## src/verilog/hrfp_defines.svh

```systemverilog
// Address map, field positions and reset values of the host port.
// Functional notes
// Sixteen-bit host bus, thirty-two-bit internal words.
// Two halves form one atomic access.
// Writes to read-only registers are ignored.
// Write-only locations read as zero.
// Writing one clears bit; zero keeps.
// Clear-on-read bits clear when read.
// Latched status holds until register read.
// Immune fields survive software reset.
// Host writes zeros to reserved bits.
// Host never writes reserved registers.
// Every reset loads register defaults; soft reset leaves imm_r unchanged.
// Four queues; three sizes set by registers.
// Receive queues are read-only to host.
// Receive status pop returns and removes head.
// Receive status inspect returns head only.
// Receive data read returns, removes head.
// Receive data aliased over sixteen dwords.
// Transmit status pop returns, removes head.
// Transmit status inspect leaves queue unchanged.
// Transmit data write-only, sixteen aliased dwords.
// Self-clearing bits return to zero automatically.
// Pop or push once, on second half.
`ifndef HRFP_DEFINES_SVH
`define HRFP_DEFINES_SVH

// ----------------------------------------------------------------
// Address decode
// ----------------------------------------------------------------
`define HRFP_HALF_BIT     1
`define HRFP_SEL_HI       7
`define HRFP_SEL_LO       6
`define HRFP_SEL_RXD      2'h0
`define HRFP_SEL_TXD      2'h1
`define HRFP_A_RXS_POP    8'h80
`define HRFP_A_RXS_INSP   8'h84
`define HRFP_A_TXS_POP    8'h88
`define HRFP_A_TXS_INSP   8'h8C
`define HRFP_A_CTRL       8'h90
`define HRFP_A_STAT       8'h94
`define HRFP_A_ID         8'h98
`define HRFP_A_SIZE       8'h9C
`define HRFP_A_LAST       8'h9C

// ----------------------------------------------------------------
// Fields and reset values
// ----------------------------------------------------------------
`define HRFP_CTRL_SRST    0
`define HRFP_CTRL_IMM_LSB 8
`define HRFP_CTRL_IMM_MSB 15
`define HRFP_CTRL_GEN_LSB 16
`define HRFP_CTRL_GEN_MSB 23
`define HRFP_CTRL_MASK    32'h00FF_FF01
`define HRFP_STAT_ERR     0
`define HRFP_STAT_LINK    1
`define HRFP_STAT_FAULT   2
`define HRFP_STAT_DRP_LSB 16
`define HRFP_STAT_DRP_MSB 31
`define HRFP_STAT_MASK    32'h0000_0001
`define HRFP_SIZE_RXD_LSB 0
`define HRFP_SIZE_TXD_LSB 8
`define HRFP_SIZE_RXS_LSB 16
`define HRFP_SIZE_MASK    32'h00FF_FFFF
`define HRFP_SIZE_RST     32'h0010_1010
`define HRFP_ZERO_WORD    32'h0000_0000

`endif

```

## src/verilog/hrfp_pkg.sv

```systemverilog
// Shared types and address helpers of the host port.
`include "hrfp_defines.svh"
package hrfp_pkg;
    typedef logic [31:0] hrfp_word_t;
    typedef logic [15:0] hrfp_half_t;
    typedef logic [7:0]  hrfp_addr_t;

    typedef enum logic [1:0] {
        HRFP_HS_IDLE = 2'b00,
        HRFP_HS_LO   = 2'b01,
        HRFP_HS_HI   = 2'b10
    } hrfp_hstate_t;

    // True for every location that is not a reserved register.
    function automatic logic hrfp_mapped(input hrfp_addr_t a);
        hrfp_addr_t d;
        d = {a[7:2], 2'b00};
        return (d[`HRFP_SEL_HI] == 1'b0) ||
               ((d >= `HRFP_A_RXS_POP) && (d <= `HRFP_A_LAST));
    endfunction

    // Bits that the host may set to one; reserved bits are zero.
    function automatic hrfp_word_t hrfp_wmask(input hrfp_addr_t a);
        hrfp_addr_t d;
        d = {a[7:2], 2'b00};
        case (d)
            `HRFP_A_CTRL: return `HRFP_CTRL_MASK;
            `HRFP_A_STAT: return `HRFP_STAT_MASK;
            `HRFP_A_SIZE: return `HRFP_SIZE_MASK;
            default:      return ~`HRFP_ZERO_WORD;
        endcase
    endfunction
endpackage

```

## src/verilog/hrfp_if.sv

```systemverilog
// Sixteen-bit host bus between the host end and the device end.
interface hrfp_if
    import hrfp_pkg::*;
();
    logic       hb_rd;
    logic       hb_wr;
    hrfp_addr_t hb_addr;
    hrfp_half_t hb_wdata;
    hrfp_half_t hb_rdata;
    logic       hb_rvalid;

    modport dev (
        input  hb_rd,
        input  hb_wr,
        input  hb_addr,
        input  hb_wdata,
        output hb_rdata,
        output hb_rvalid
    );

    modport host (
        output hb_rd,
        output hb_wr,
        output hb_addr,
        output hb_wdata,
        input  hb_rdata,
        input  hb_rvalid
    );
endinterface

```

## src/verilog/hrfp_dev.sv

```systemverilog
// Device end: host register and queue port behind the 16-bit bus.
module hrfp_dev
    import hrfp_pkg::*;
#(
    parameter int         AW     = 4,
    // Identification value is arbitrary.
    parameter hrfp_word_t ID_VAL = 32'h0000_0A5C
) (
    input  wire logic       clk,
    input  wire logic       ce,
    input  wire logic       sys_rst,
    hrfp_if.dev             hb,
    input  wire logic       rxs_valid,
    input  wire hrfp_word_t rxs_data,
    output logic            rxs_ready,
    input  wire logic       rxd_valid,
    input  wire hrfp_word_t rxd_data,
    output logic            rxd_ready,
    input  wire logic       txs_valid,
    input  wire hrfp_word_t txs_data,
    output logic            txs_ready,
    output logic            txd_valid,
    output hrfp_word_t      txd_data,
    input  wire logic       txd_ready,
    input  wire logic       link_ok,
    input  wire logic       fault,
    input  wire logic       err_evt,
    input  wire logic       rx_drop,
    output logic            soft_rst,
    output logic [7:0]      ctrl_imm,
    output logic [7:0]      ctrl_gen
);
    // ----------------------------------------------------------------
    // Bus decode
    // ----------------------------------------------------------------
    logic       rd_lo;
    logic       rd_hi;
    logic       wr_lo;
    logic       wr_hi;
    hrfp_addr_t dw;
    logic       is_rxd;
    logic       is_txd;
    hrfp_word_t wword;
    hrfp_half_t wlo_r;
    hrfp_word_t hold_r;
    hrfp_word_t rd_word;
    hrfp_half_t rdata_r;
    logic       rvalid_r;

    // half transfers
    assign rd_lo  = ce && hb.hb_rd && !hb.hb_addr[`HRFP_HALF_BIT];
    assign rd_hi  = ce && hb.hb_rd && hb.hb_addr[`HRFP_HALF_BIT];
    assign wr_lo  = ce && hb.hb_wr && !hb.hb_addr[`HRFP_HALF_BIT];
    assign wr_hi  = ce && hb.hb_wr && hb.hb_addr[`HRFP_HALF_BIT];
    assign dw     = {hb.hb_addr[7:2], 2'b00};
    // receive data alias
    assign is_rxd = hb.hb_addr[`HRFP_SEL_HI:`HRFP_SEL_LO] == `HRFP_SEL_RXD;
    // transmit data alias
    assign is_txd = hb.hb_addr[`HRFP_SEL_HI:`HRFP_SEL_LO] == `HRFP_SEL_TXD;
    // pair halves
    assign wword  = {hb.hb_wdata, wlo_r};

    // ----------------------------------------------------------------
    // Control, status and size registers
    // ----------------------------------------------------------------
    logic       srst_r;
    logic [7:0] imm_r;
    logic [7:0] gen_r;
    logic       err_r;
    logic       link_r;
    logic       fault_r;
    logic [15:0] drop_r;
    hrfp_word_t size_r;
    logic       any_rst;
    logic       ctrl_wr;
    logic       stat_wr;
    logic       stat_rd;

    assign any_rst = sys_rst || (ce && srst_r);
    assign ctrl_wr = wr_hi && (dw == `HRFP_A_CTRL);
    assign stat_wr = wr_hi && (dw == `HRFP_A_STAT);
    assign stat_rd = rd_hi && (dw == `HRFP_A_STAT);
    assign soft_rst = srst_r;
    assign ctrl_imm = imm_r;
    assign ctrl_gen = gen_r;

    // self-clearing reset bit
    always_ff @(posedge clk) begin
        if (any_rst) begin
            srst_r <= 1'b0;
        end else if (ctrl_wr) begin
            srst_r <= wword[`HRFP_CTRL_SRST];
        end
    end

    // immune to soft reset
    always_ff @(posedge clk) begin
        if (sys_rst) begin
            imm_r <= '0;
        end else if (ctrl_wr) begin
            imm_r <= wword[`HRFP_CTRL_IMM_MSB:`HRFP_CTRL_IMM_LSB];
        end
    end

    // defaults on reset
    always_ff @(posedge clk) begin
        if (any_rst) begin
            gen_r <= '0;
        end else if (ctrl_wr) begin
            gen_r <= wword[`HRFP_CTRL_GEN_MSB:`HRFP_CTRL_GEN_LSB];
        end
    end

    // write one clears
    always_ff @(posedge clk) begin
        if (any_rst) begin
            err_r <= 1'b0;
        end else if (ce) begin
            if (err_evt) begin
                err_r <= 1'b1;
            end else if (stat_wr && wword[`HRFP_STAT_ERR]) begin
                err_r <= 1'b0;
            end
        end
    end

    // latch low and high
    always_ff @(posedge clk) begin
        if (any_rst) begin
            link_r  <= 1'b1;
            fault_r <= 1'b0;
        end else if (ce) begin
            if (stat_rd) begin
                link_r  <= link_ok;
                fault_r <= fault;
            end else begin
                link_r  <= link_r && link_ok;
                fault_r <= fault_r || fault;
            end
        end
    end

    // clear on read
    always_ff @(posedge clk) begin
        if (any_rst) begin
            drop_r <= '0;
        end else if (ce) begin
            if (stat_rd) begin
                drop_r <= {15'h0000, rx_drop};
            end else if (rx_drop && (drop_r != 16'hFFFF)) begin
                drop_r <= drop_r + 16'h0001;
            end
        end
    end

    // queue sizes
    always_ff @(posedge clk) begin
        if (any_rst) begin
            size_r <= `HRFP_SIZE_RST;
        end else if (wr_hi && (dw == `HRFP_A_SIZE)) begin
            size_r <= wword & `HRFP_SIZE_MASK;
        end
    end

    // ----------------------------------------------------------------
    // Queues
    // ----------------------------------------------------------------
    hrfp_word_t rxs_head;
    hrfp_word_t rxd_head;
    hrfp_word_t txs_head;
    logic       rxs_empty;
    logic       rxd_empty;
    logic       txs_empty;
    logic       txd_empty;
    logic       rxs_full;
    logic       rxd_full;
    logic       txs_full;
    logic       txd_full;
    logic       rxs_pop;
    logic       rxd_pop;
    logic       txs_pop;
    logic       txd_push;

    // pop receive status
    assign rxs_pop  = rd_hi && (dw == `HRFP_A_RXS_POP);
    // pop receive data
    assign rxd_pop  = rd_hi && is_rxd;
    // pop transmit status
    assign txs_pop  = rd_hi && (dw == `HRFP_A_TXS_POP);
    // tx push, second half
    assign txd_push = wr_hi && is_txd;
    assign rxs_ready = !rxs_full;
    assign rxd_ready = !rxd_full;
    assign txs_ready = !txs_full;
    assign txd_valid = !txd_empty;

    hrfp_fifo #(.W(32), .AW(AW)) u_rxs (
        .clk     (clk),
        .ce      (ce),
        .sys_rst (sys_rst),
        .flush   (srst_r),
        .limit   (size_r[`HRFP_SIZE_RXS_LSB +: AW+1]),
        .push    (rxs_valid),
        .din     (rxs_data),
        .pop     (rxs_pop),
        .head    (rxs_head),
        .empty   (rxs_empty),
        .full    (rxs_full)
    );

    hrfp_fifo #(.W(32), .AW(AW)) u_rxd (
        .clk     (clk),
        .ce      (ce),
        .sys_rst (sys_rst),
        .flush   (srst_r),
        .limit   (size_r[`HRFP_SIZE_RXD_LSB +: AW+1]),
        .push    (rxd_valid),
        .din     (rxd_data),
        .pop     (rxd_pop),
        .head    (rxd_head),
        .empty   (rxd_empty),
        .full    (rxd_full)
    );

    hrfp_fifo #(.W(32), .AW(AW)) u_txs (
        .clk     (clk),
        .ce      (ce),
        .sys_rst (sys_rst),
        .flush   (srst_r),
        .limit   ((AW+1)'(2**AW)),
        .push    (txs_valid),
        .din     (txs_data),
        .pop     (txs_pop),
        .head    (txs_head),
        .empty   (txs_empty),
        .full    (txs_full)
    );

    hrfp_fifo #(.W(32), .AW(AW)) u_txd (
        .clk     (clk),
        .ce      (ce),
        .sys_rst (sys_rst),
        .flush   (srst_r),
        .limit   (size_r[`HRFP_SIZE_TXD_LSB +: AW+1]),
        .push    (txd_push),
        .din     (wword),
        .pop     (txd_ready),
        .head    (txd_data),
        .empty   (txd_empty),
        .full    (txd_full)
    );

    // ----------------------------------------------------------------
    // Read path
    // ----------------------------------------------------------------
    // Empty queues and write-only or reserved locations read as zero.
    always_comb begin
        rd_word = `HRFP_ZERO_WORD;
        if (is_rxd) begin
            rd_word = rxd_empty ? `HRFP_ZERO_WORD : rxd_head;
        end else if (is_txd) begin
            // write-only reads zero
            rd_word = `HRFP_ZERO_WORD;
        end else begin
            case (dw)
                // inspect without pop
                `HRFP_A_RXS_POP,
                `HRFP_A_RXS_INSP: begin
                    rd_word = rxs_empty ? `HRFP_ZERO_WORD : rxs_head;
                end
                // inspect without pop
                `HRFP_A_TXS_POP,
                `HRFP_A_TXS_INSP: begin
                    rd_word = txs_empty ? `HRFP_ZERO_WORD : txs_head;
                end
                `HRFP_A_CTRL: begin
                    rd_word[`HRFP_CTRL_SRST] = srst_r;
                    rd_word[`HRFP_CTRL_IMM_MSB:`HRFP_CTRL_IMM_LSB] = imm_r;
                    rd_word[`HRFP_CTRL_GEN_MSB:`HRFP_CTRL_GEN_LSB] = gen_r;
                end
                `HRFP_A_STAT: begin
                    rd_word[`HRFP_STAT_ERR]   = err_r;
                    rd_word[`HRFP_STAT_LINK]  = link_r;
                    rd_word[`HRFP_STAT_FAULT] = fault_r;
                    rd_word[`HRFP_STAT_DRP_MSB:`HRFP_STAT_DRP_LSB] = drop_r;
                end
                // read-only identity
                `HRFP_A_ID:   rd_word = ID_VAL;
                `HRFP_A_SIZE: rd_word = size_r;
                default:      rd_word = `HRFP_ZERO_WORD;
            endcase
        end
    end

    // snapshot whole word
    always_ff @(posedge clk) begin
        if (sys_rst) begin
            hold_r <= '0;
            wlo_r  <= '0;
        end else begin
            if (rd_lo) begin
                hold_r <= rd_word;
            end
            if (wr_lo) begin
                wlo_r <= hb.hb_wdata;
            end
        end
    end

    always_ff @(posedge clk) begin
        if (sys_rst) begin
            rdata_r  <= '0;
            rvalid_r <= 1'b0;
        end else if (ce) begin
            rvalid_r <= rd_lo || rd_hi;
            if (rd_lo) begin
                rdata_r <= rd_word[15:0];
            end else if (rd_hi) begin
                rdata_r <= hold_r[31:16];
            end
        end
    end

    assign hb.hb_rdata  = rdata_r;
    assign hb.hb_rvalid = rvalid_r;
endmodule

```

## src/verilog/hrfp_fifo.sv

```systemverilog
// Queue with a size limit input, used for each host queue; software sets it for all but transmit status, fixed at full depth.
module hrfp_fifo #(
    parameter int W  = 32,
    parameter int AW = 4
) (
    input  wire logic          clk,
    input  wire logic          ce,
    input  wire logic          sys_rst,
    input  wire logic          flush,
    input  wire logic [AW:0]   limit,
    input  wire logic          push,
    input  wire logic [W-1:0]  din,
    input  wire logic          pop,
    output logic      [W-1:0]  head,
    output logic               empty,
    output logic               full
);
    localparam logic [AW:0] DEPTH = (AW+1)'(2**AW);

    logic [W-1:0]  mem [2**AW];
    logic [AW-1:0] wr_ptr_r;
    logic [AW-1:0] rd_ptr_r;
    logic [AW:0]   cnt_r;
    logic          do_push;
    logic          do_pop;

    // size limit
    assign full    = (cnt_r == DEPTH) || (cnt_r >= limit);
    assign empty   = (cnt_r == '0);
    assign do_push = push && !full;
    assign do_pop  = pop && !empty;
    assign head    = mem[rd_ptr_r];

    always_ff @(posedge clk) begin
        if (ce && do_push) begin
            mem[wr_ptr_r] <= din;
        end
    end

    always_ff @(posedge clk) begin
        if (sys_rst || (ce && flush)) begin
            wr_ptr_r <= '0;
            rd_ptr_r <= '0;
            cnt_r    <= '0;
        end else if (ce) begin
            if (do_push) begin
                wr_ptr_r <= wr_ptr_r + 1'b1;
            end
            if (do_pop) begin
                rd_ptr_r <= rd_ptr_r + 1'b1;
            end
            if (do_push && !do_pop) begin
                cnt_r <= cnt_r + 1'b1;
            end else if (do_pop && !do_push) begin
                cnt_r <= cnt_r - 1'b1;
            end
        end
    end
endmodule

```

## src/flat_wrapper.sv

```systemverilog
// flat-port wrapper written by rule: the top's interface ports become plain ports
module hrfp_dev_flat import hrfp_pkg::*;
#(
    parameter int         AW     = 4,
                                         
    parameter hrfp_word_t ID_VAL = 32'h0000_0A5C
)
  (clk, ce, sys_rst, rxs_valid, rxs_data, rxs_ready, rxd_valid, rxd_data, rxd_ready, txs_valid, txs_data, txs_ready, txd_valid, txd_data, txd_ready, link_ok, fault, err_evt, rx_drop, soft_rst, ctrl_imm, ctrl_gen, hb_hb_rd, hb_hb_wr, hb_hb_addr, hb_hb_wdata, hb_hb_rdata, hb_hb_rvalid);
  hrfp_if hb_i ();
  input  wire logic clk;
  input  wire logic ce;
  input  wire logic sys_rst;
  input  wire logic rxs_valid;
  input  wire hrfp_word_t rxs_data;
  output logic rxs_ready;
  input  wire logic rxd_valid;
  input  wire hrfp_word_t rxd_data;
  output logic rxd_ready;
  input  wire logic txs_valid;
  input  wire hrfp_word_t txs_data;
  output logic txs_ready;
  output logic txd_valid;
  output hrfp_word_t txd_data;
  input  wire logic txd_ready;
  input  wire logic link_ok;
  input  wire logic fault;
  input  wire logic err_evt;
  input  wire logic rx_drop;
  output logic soft_rst;
  output logic [7:0] ctrl_imm;
  output logic [7:0] ctrl_gen;
  input wire logic [$bits(hb_i.hb_rd)-1:0] hb_hb_rd;
  input wire logic [$bits(hb_i.hb_wr)-1:0] hb_hb_wr;
  input wire logic [$bits(hb_i.hb_addr)-1:0] hb_hb_addr;
  input wire logic [$bits(hb_i.hb_wdata)-1:0] hb_hb_wdata;
  output wire logic [$bits(hb_i.hb_rdata)-1:0] hb_hb_rdata;
  output wire logic [$bits(hb_i.hb_rvalid)-1:0] hb_hb_rvalid;
  assign hb_i.hb_rd = hb_hb_rd;
  assign hb_i.hb_wr = hb_hb_wr;
  assign hb_i.hb_addr = hb_hb_addr;
  assign hb_i.hb_wdata = hb_hb_wdata;
  assign hb_hb_rdata = hb_i.hb_rdata;
  assign hb_hb_rvalid = hb_i.hb_rvalid;
  hrfp_dev #(.AW(AW), .ID_VAL(ID_VAL)) u_core (.clk(clk), .ce(ce), .sys_rst(sys_rst), .hb(hb_i), .rxs_valid(rxs_valid), .rxs_data(rxs_data), .rxs_ready(rxs_ready), .rxd_valid(rxd_valid), .rxd_data(rxd_data), .rxd_ready(rxd_ready), .txs_valid(txs_valid), .txs_data(txs_data), .txs_ready(txs_ready), .txd_valid(txd_valid), .txd_data(txd_data), .txd_ready(txd_ready), .link_ok(link_ok), .fault(fault), .err_evt(err_evt), .rx_drop(rx_drop), .soft_rst(soft_rst), .ctrl_imm(ctrl_imm), .ctrl_gen(ctrl_gen));
endmodule
```

## config.mk

```make
export PLATFORM = sky130hd
export DESIGN_NAME = hrfp_dev_flat
export DESIGN_NICKNAME = d
export VERILOG_FILES = /design/src/verilog/hrfp_pkg.sv /design/src/verilog/hrfp_if.sv /design/src/verilog/hrfp_dev.sv /design/src/verilog/hrfp_fifo.sv /design/src/flat_wrapper.sv
export VERILOG_INCLUDE_DIRS = /design/src /design/src/verilog
export SDC_FILE = /design/constraint.sdc
export NUM_CORES = 2
export LEC_CHECK = 0
export BUFFER_PORTS_ARGS = -buffer_cell sky130_fd_sc_hd__buf_2
export CAP_MARGIN = 20
export CORE_ASPECT_RATIO = 0.7
export CORE_MARGIN = 2
export CORE_UTILIZATION = 60
export CTS_CLUSTER_SIZE = 25
export DETAILED_ROUTE_END_ITERATION = 6
export PLACE_DENSITY = 0.77
export REMOVE_ABC_BUFFERS = 1
export SETUP_SLACK_MARGIN = 0.1
export SLEW_MARGIN = 20
export SYNTH_ARGS = -nofsm -noshare
export SYNTH_HDL_FRONTEND = slang
export SYNTH_SLANG_ARGS = --single-unit
```

## constraint.sdc

```tcl
create_clock -name clk -period 8.1 [get_ports clk]
set_input_delay 0.81 -clock clk [delete_from_list [all_inputs] [get_ports clk]]
set_output_delay 0.81 -clock clk [all_outputs]
set_load 0.02 [all_outputs]
```

==> results.py <==
metrics = {
    "outcome": {
        "status": "finished clean",
    },
    "global_route": {
        "grt_use_met3_pct": 5.85,
        "gr-total-overflow": 0,
        "grtUsageMet1_pct": 39.7,
        "grtUsageTotal_pct": 28.2,
        "globalRouteMet2Util_pct": 43.8,
        "antenna_found_initial": 37,
        "grt_max_degree": 106,
        "grt_pass1_vias": 42900,
        "grt_pass1_wl_mm": 297,
        "busiest_layer": "met2",
    },
    "placement": {
        "hpwl_mm": 115,
        "pre_cts_ws_ns": 3.76,
        "port_buffers": 201,
        "place_congestion": 0.881,
    },
    "logic_synthesis": {
        "synth_top_cell_by_area": "edfxtp_1",
        "yosysMostFrequentCell": "edfxtp_1",
        "synth.avg_cell_area_um2": 20.6,
        "synthFlopType": "edfxtp_1",
        "yosysSeqAreaShare_pct": 75.1,
        "yosysUniqueCellTypes": 73,
        "yosysWarnings": 0,
        "synth_edf_count": 2048,
        "yosys-top-cells-area": "edfxtp_1 71%, mux4_2 14%, dfxtp_1 4.1%",
        "async_reset_ff_share_pct": 0,
        "synthTopCellsByCount": "2048 x edfxtp_1, 541 x mux4_2, 188 x nand2_1",
        "synthCells": 4206,
        "synth_top_area_share_pct": 71.0,
        "ys_ff_latch": 2225,
        "syn_area_um2": 86600,
    },
    "power": {
        "ir_drop_mv": 0.240,
        "clkPwrFrac_pct": 38.9,
        "power_density_nw_per_um2": 245,
        "power_leakage_nw": 29.6,
        "power_frac_seq_pct": 54.4,
        "p_sw_share_pct": 22.1,
        "total_power_mw": 23.5,
        "switching_power_mw": 5.20,
        "power_frac_comb_pct": 6.7,
        "power.internal_mw": 18.3,
    },
    "critical_path": {
        "cpMostUsedCell": "mux4_2",
        "worst_ep_arrival_time_ns": 3.97,
        "cp_slowest_stage_delay_ns": 1.01,
        "critPathSlowestCell": "dfxtp_4",
        "critical_path_class": "flip-flop to output pin",
        "cp_max_fo": 66,
        "cp_top_family": "buffers and inverters",
        "crit_chain": "buf_4 -> mux4_2 -> mux4_2 -> buf_2",
        "cp-start-kind": "flip-flop",
        "worstPathRequired_ns": 7.29,
        "setup.worst_path.end_class": "output pin",
        "critical_path_buf_inv_count": 2,
    },
    "finish": {
        "nets": 4654,
        "drive_above_1_share_pct": 27.2,
        "syn_to_final_growth_pct": 11.1,
        "fin_util_pct": 67.2,
        "regArea_um2": 65100,
        "fillCellCount": 8648,
        "multi_input_area_um2": 20500,
    },
    "routing": {
        "ant_nets": 0,
        "drt-pass1-iter-count": 5,
        "drc": 0,
        "post_drt_wl_per_cell_um": 31.6,
        "vias": 43700,
        "drt_wl_total_mm": 206,
        "initialDrtViolationCount": 6311,
        "viasPerCell": 6.69,
    },
    "cts": {
        "clkLatencyLatePin_ns": 0.86,
        "clock-sinks": 2225,
        "path_clk_slew_ns": 0.07,
        "cts_tree": "yes",
        "cts-root-buf": "clkbuf_16",
        "clockBufferDepth": 3,
        "numCtsBuffers": 192,
        "cts_setup_buffers": 0,
        "cts_hold_buf": 0,
        "cts_max_level": 4,
        "ctsResizeCount": 0,
    },
    "die": {
        "start_util_pct": 60.5,
        "num_io_pins": 203,
        "rows": 116,
        "die_h_um": 322,
        "core_area_um2": 143000,
        "die_width_um": 458,
        "dieArea_um2": 147000,
    },
    "sta": {
        "min_period_ns": 4.78,
        "tns_ns": 0,
        "whs_ns": 0.291,
        "worst_slack_ns": 3.32,
        "tightest_slew_ns": 1.17,
        "hold_viol": 0,
        "fin_crit_sh_pct": 59.0,
        "fmax_mhz": 209,
        "maxSlewHeadroom_pct": 22.0,
        "grt_setup_unrepaired": "false",
        "finalMaxSlewViolations": 0,
        "skew_ns": 0.0544,
        "setup_violations": 0,
    },
    "min_path": {
        "hold_path_class": "primary input to flip-flop",
    },
    "run": {
        "cap_violations": 0,
    },
}
-- logic make-up after synthesis --
logic type / synth area share [%]
simple gates: 2.87
flops: 75.1
mux: 16.1
fa+ha+maj: 0.844
buf+inv: 1.56
compound gates: 3.02
xor+xnor: 0.506
-- worst paths after layout --
kind	from	end	slack, ns	cells after the start
max	flip-flop	txd_data[15]	3.32	4
min	rx_drop	u_core.drop_r[0]	0.29	3
max reg2reg	u_core.u_txd.cnt_r[0]	u_core.u_txd.cnt_r[4]	3.98	15
min reg2reg	u_core.size_r[15]	u_core.size_r[15]	0.46	2
-- cells in the final DEF (no fill, tap or decap), types with 19 or more instances in the layout --
cell type,count
edfxtp_1,2048
mux4_2,541
buf_2,200
clkbuf_16,194
nand2_1,188
dfxtp_1,162
a21oi_1,140
mux2i_1,128
nor2_1,125
buf_4,88
a211oi_1,72
clkbuf_1,59
ha_1,52
inv_1,39
nor2b_1,37
mux2_2,36
o211ai_1,34
clkinv_2,30
o21ai_0,29
clkinv_1,28
xnor2_1,26
xor2_1,24
and3_2,19
-- sequential cells by signal, summed over array words and instances, names as in the netlist, 5 cells and up, named ones only --
name and flops:
u_core.size_r 24, u_core.u_txs.mem 512, u_core.u_rxd.cnt_r 5, u_core.hold_r 16, u_core.ctrl_gen 8, u_core.wlo_r 16
u_core.u_txd.cnt_r 5, u_core.u_rxs.mem 512, u_core.u_rxd.mem 512, u_core.u_txs.cnt_r 5, u_core.ctrl_imm 8, u_core.drop_r 16
u_core.u_rxs.cnt_r 5, u_core.hb.hb_rdata 16, u_core.u_txd.mem 512
-- per-stage QoR --
stage / std cells / instance area, µm²
floorplan: 3977 / 85400
global placement: 6157 / 89800
detailed placement: 6157 / 89800
CTS: 6519 / 96100
global route: 6528 / 96200
finish: 6529 / 96200
-- tightest hold or removal path, cell delays in order --
cell and delay [ns]:
buf_2 0.10, o21ai_0 0.08, a21oi_1 0.10
-- area by class of cell --
type | instances | share of cell area (%)
diodes | 8 | 0.0208
clock buffers | 270 | 5.51
clock inverters | 92 | 1.01
inverters | 41 | 0.160
multi-input cells | 1711 | 21.3
flip-flops and latches | 2225 | 67.7
well taps | 1888 | 2.46
repair buffers | 294 | 1.85
-- power groups by stage --
stage	logic (mW)	registers, mW	clock network, mW
floorplan	1.07	13.1	0
global placement	1.54	13.0	0
detailed placement	1.58	13.0	0
CTS	1.59	12.8	9.24
global route	1.70	12.8	9.69
finish	1.58	12.8	9.16
-- per-layer routing --
layer	share of wire [%]	up-vias	wire length [µm]
met4	4.0	26	8300
met1	38	22800	78800
met2	48	2613	98600
met3	9.8	372	20200
met5	0.080	-	165
li1	-	17900	-
(Power assumes the default switching activity.)
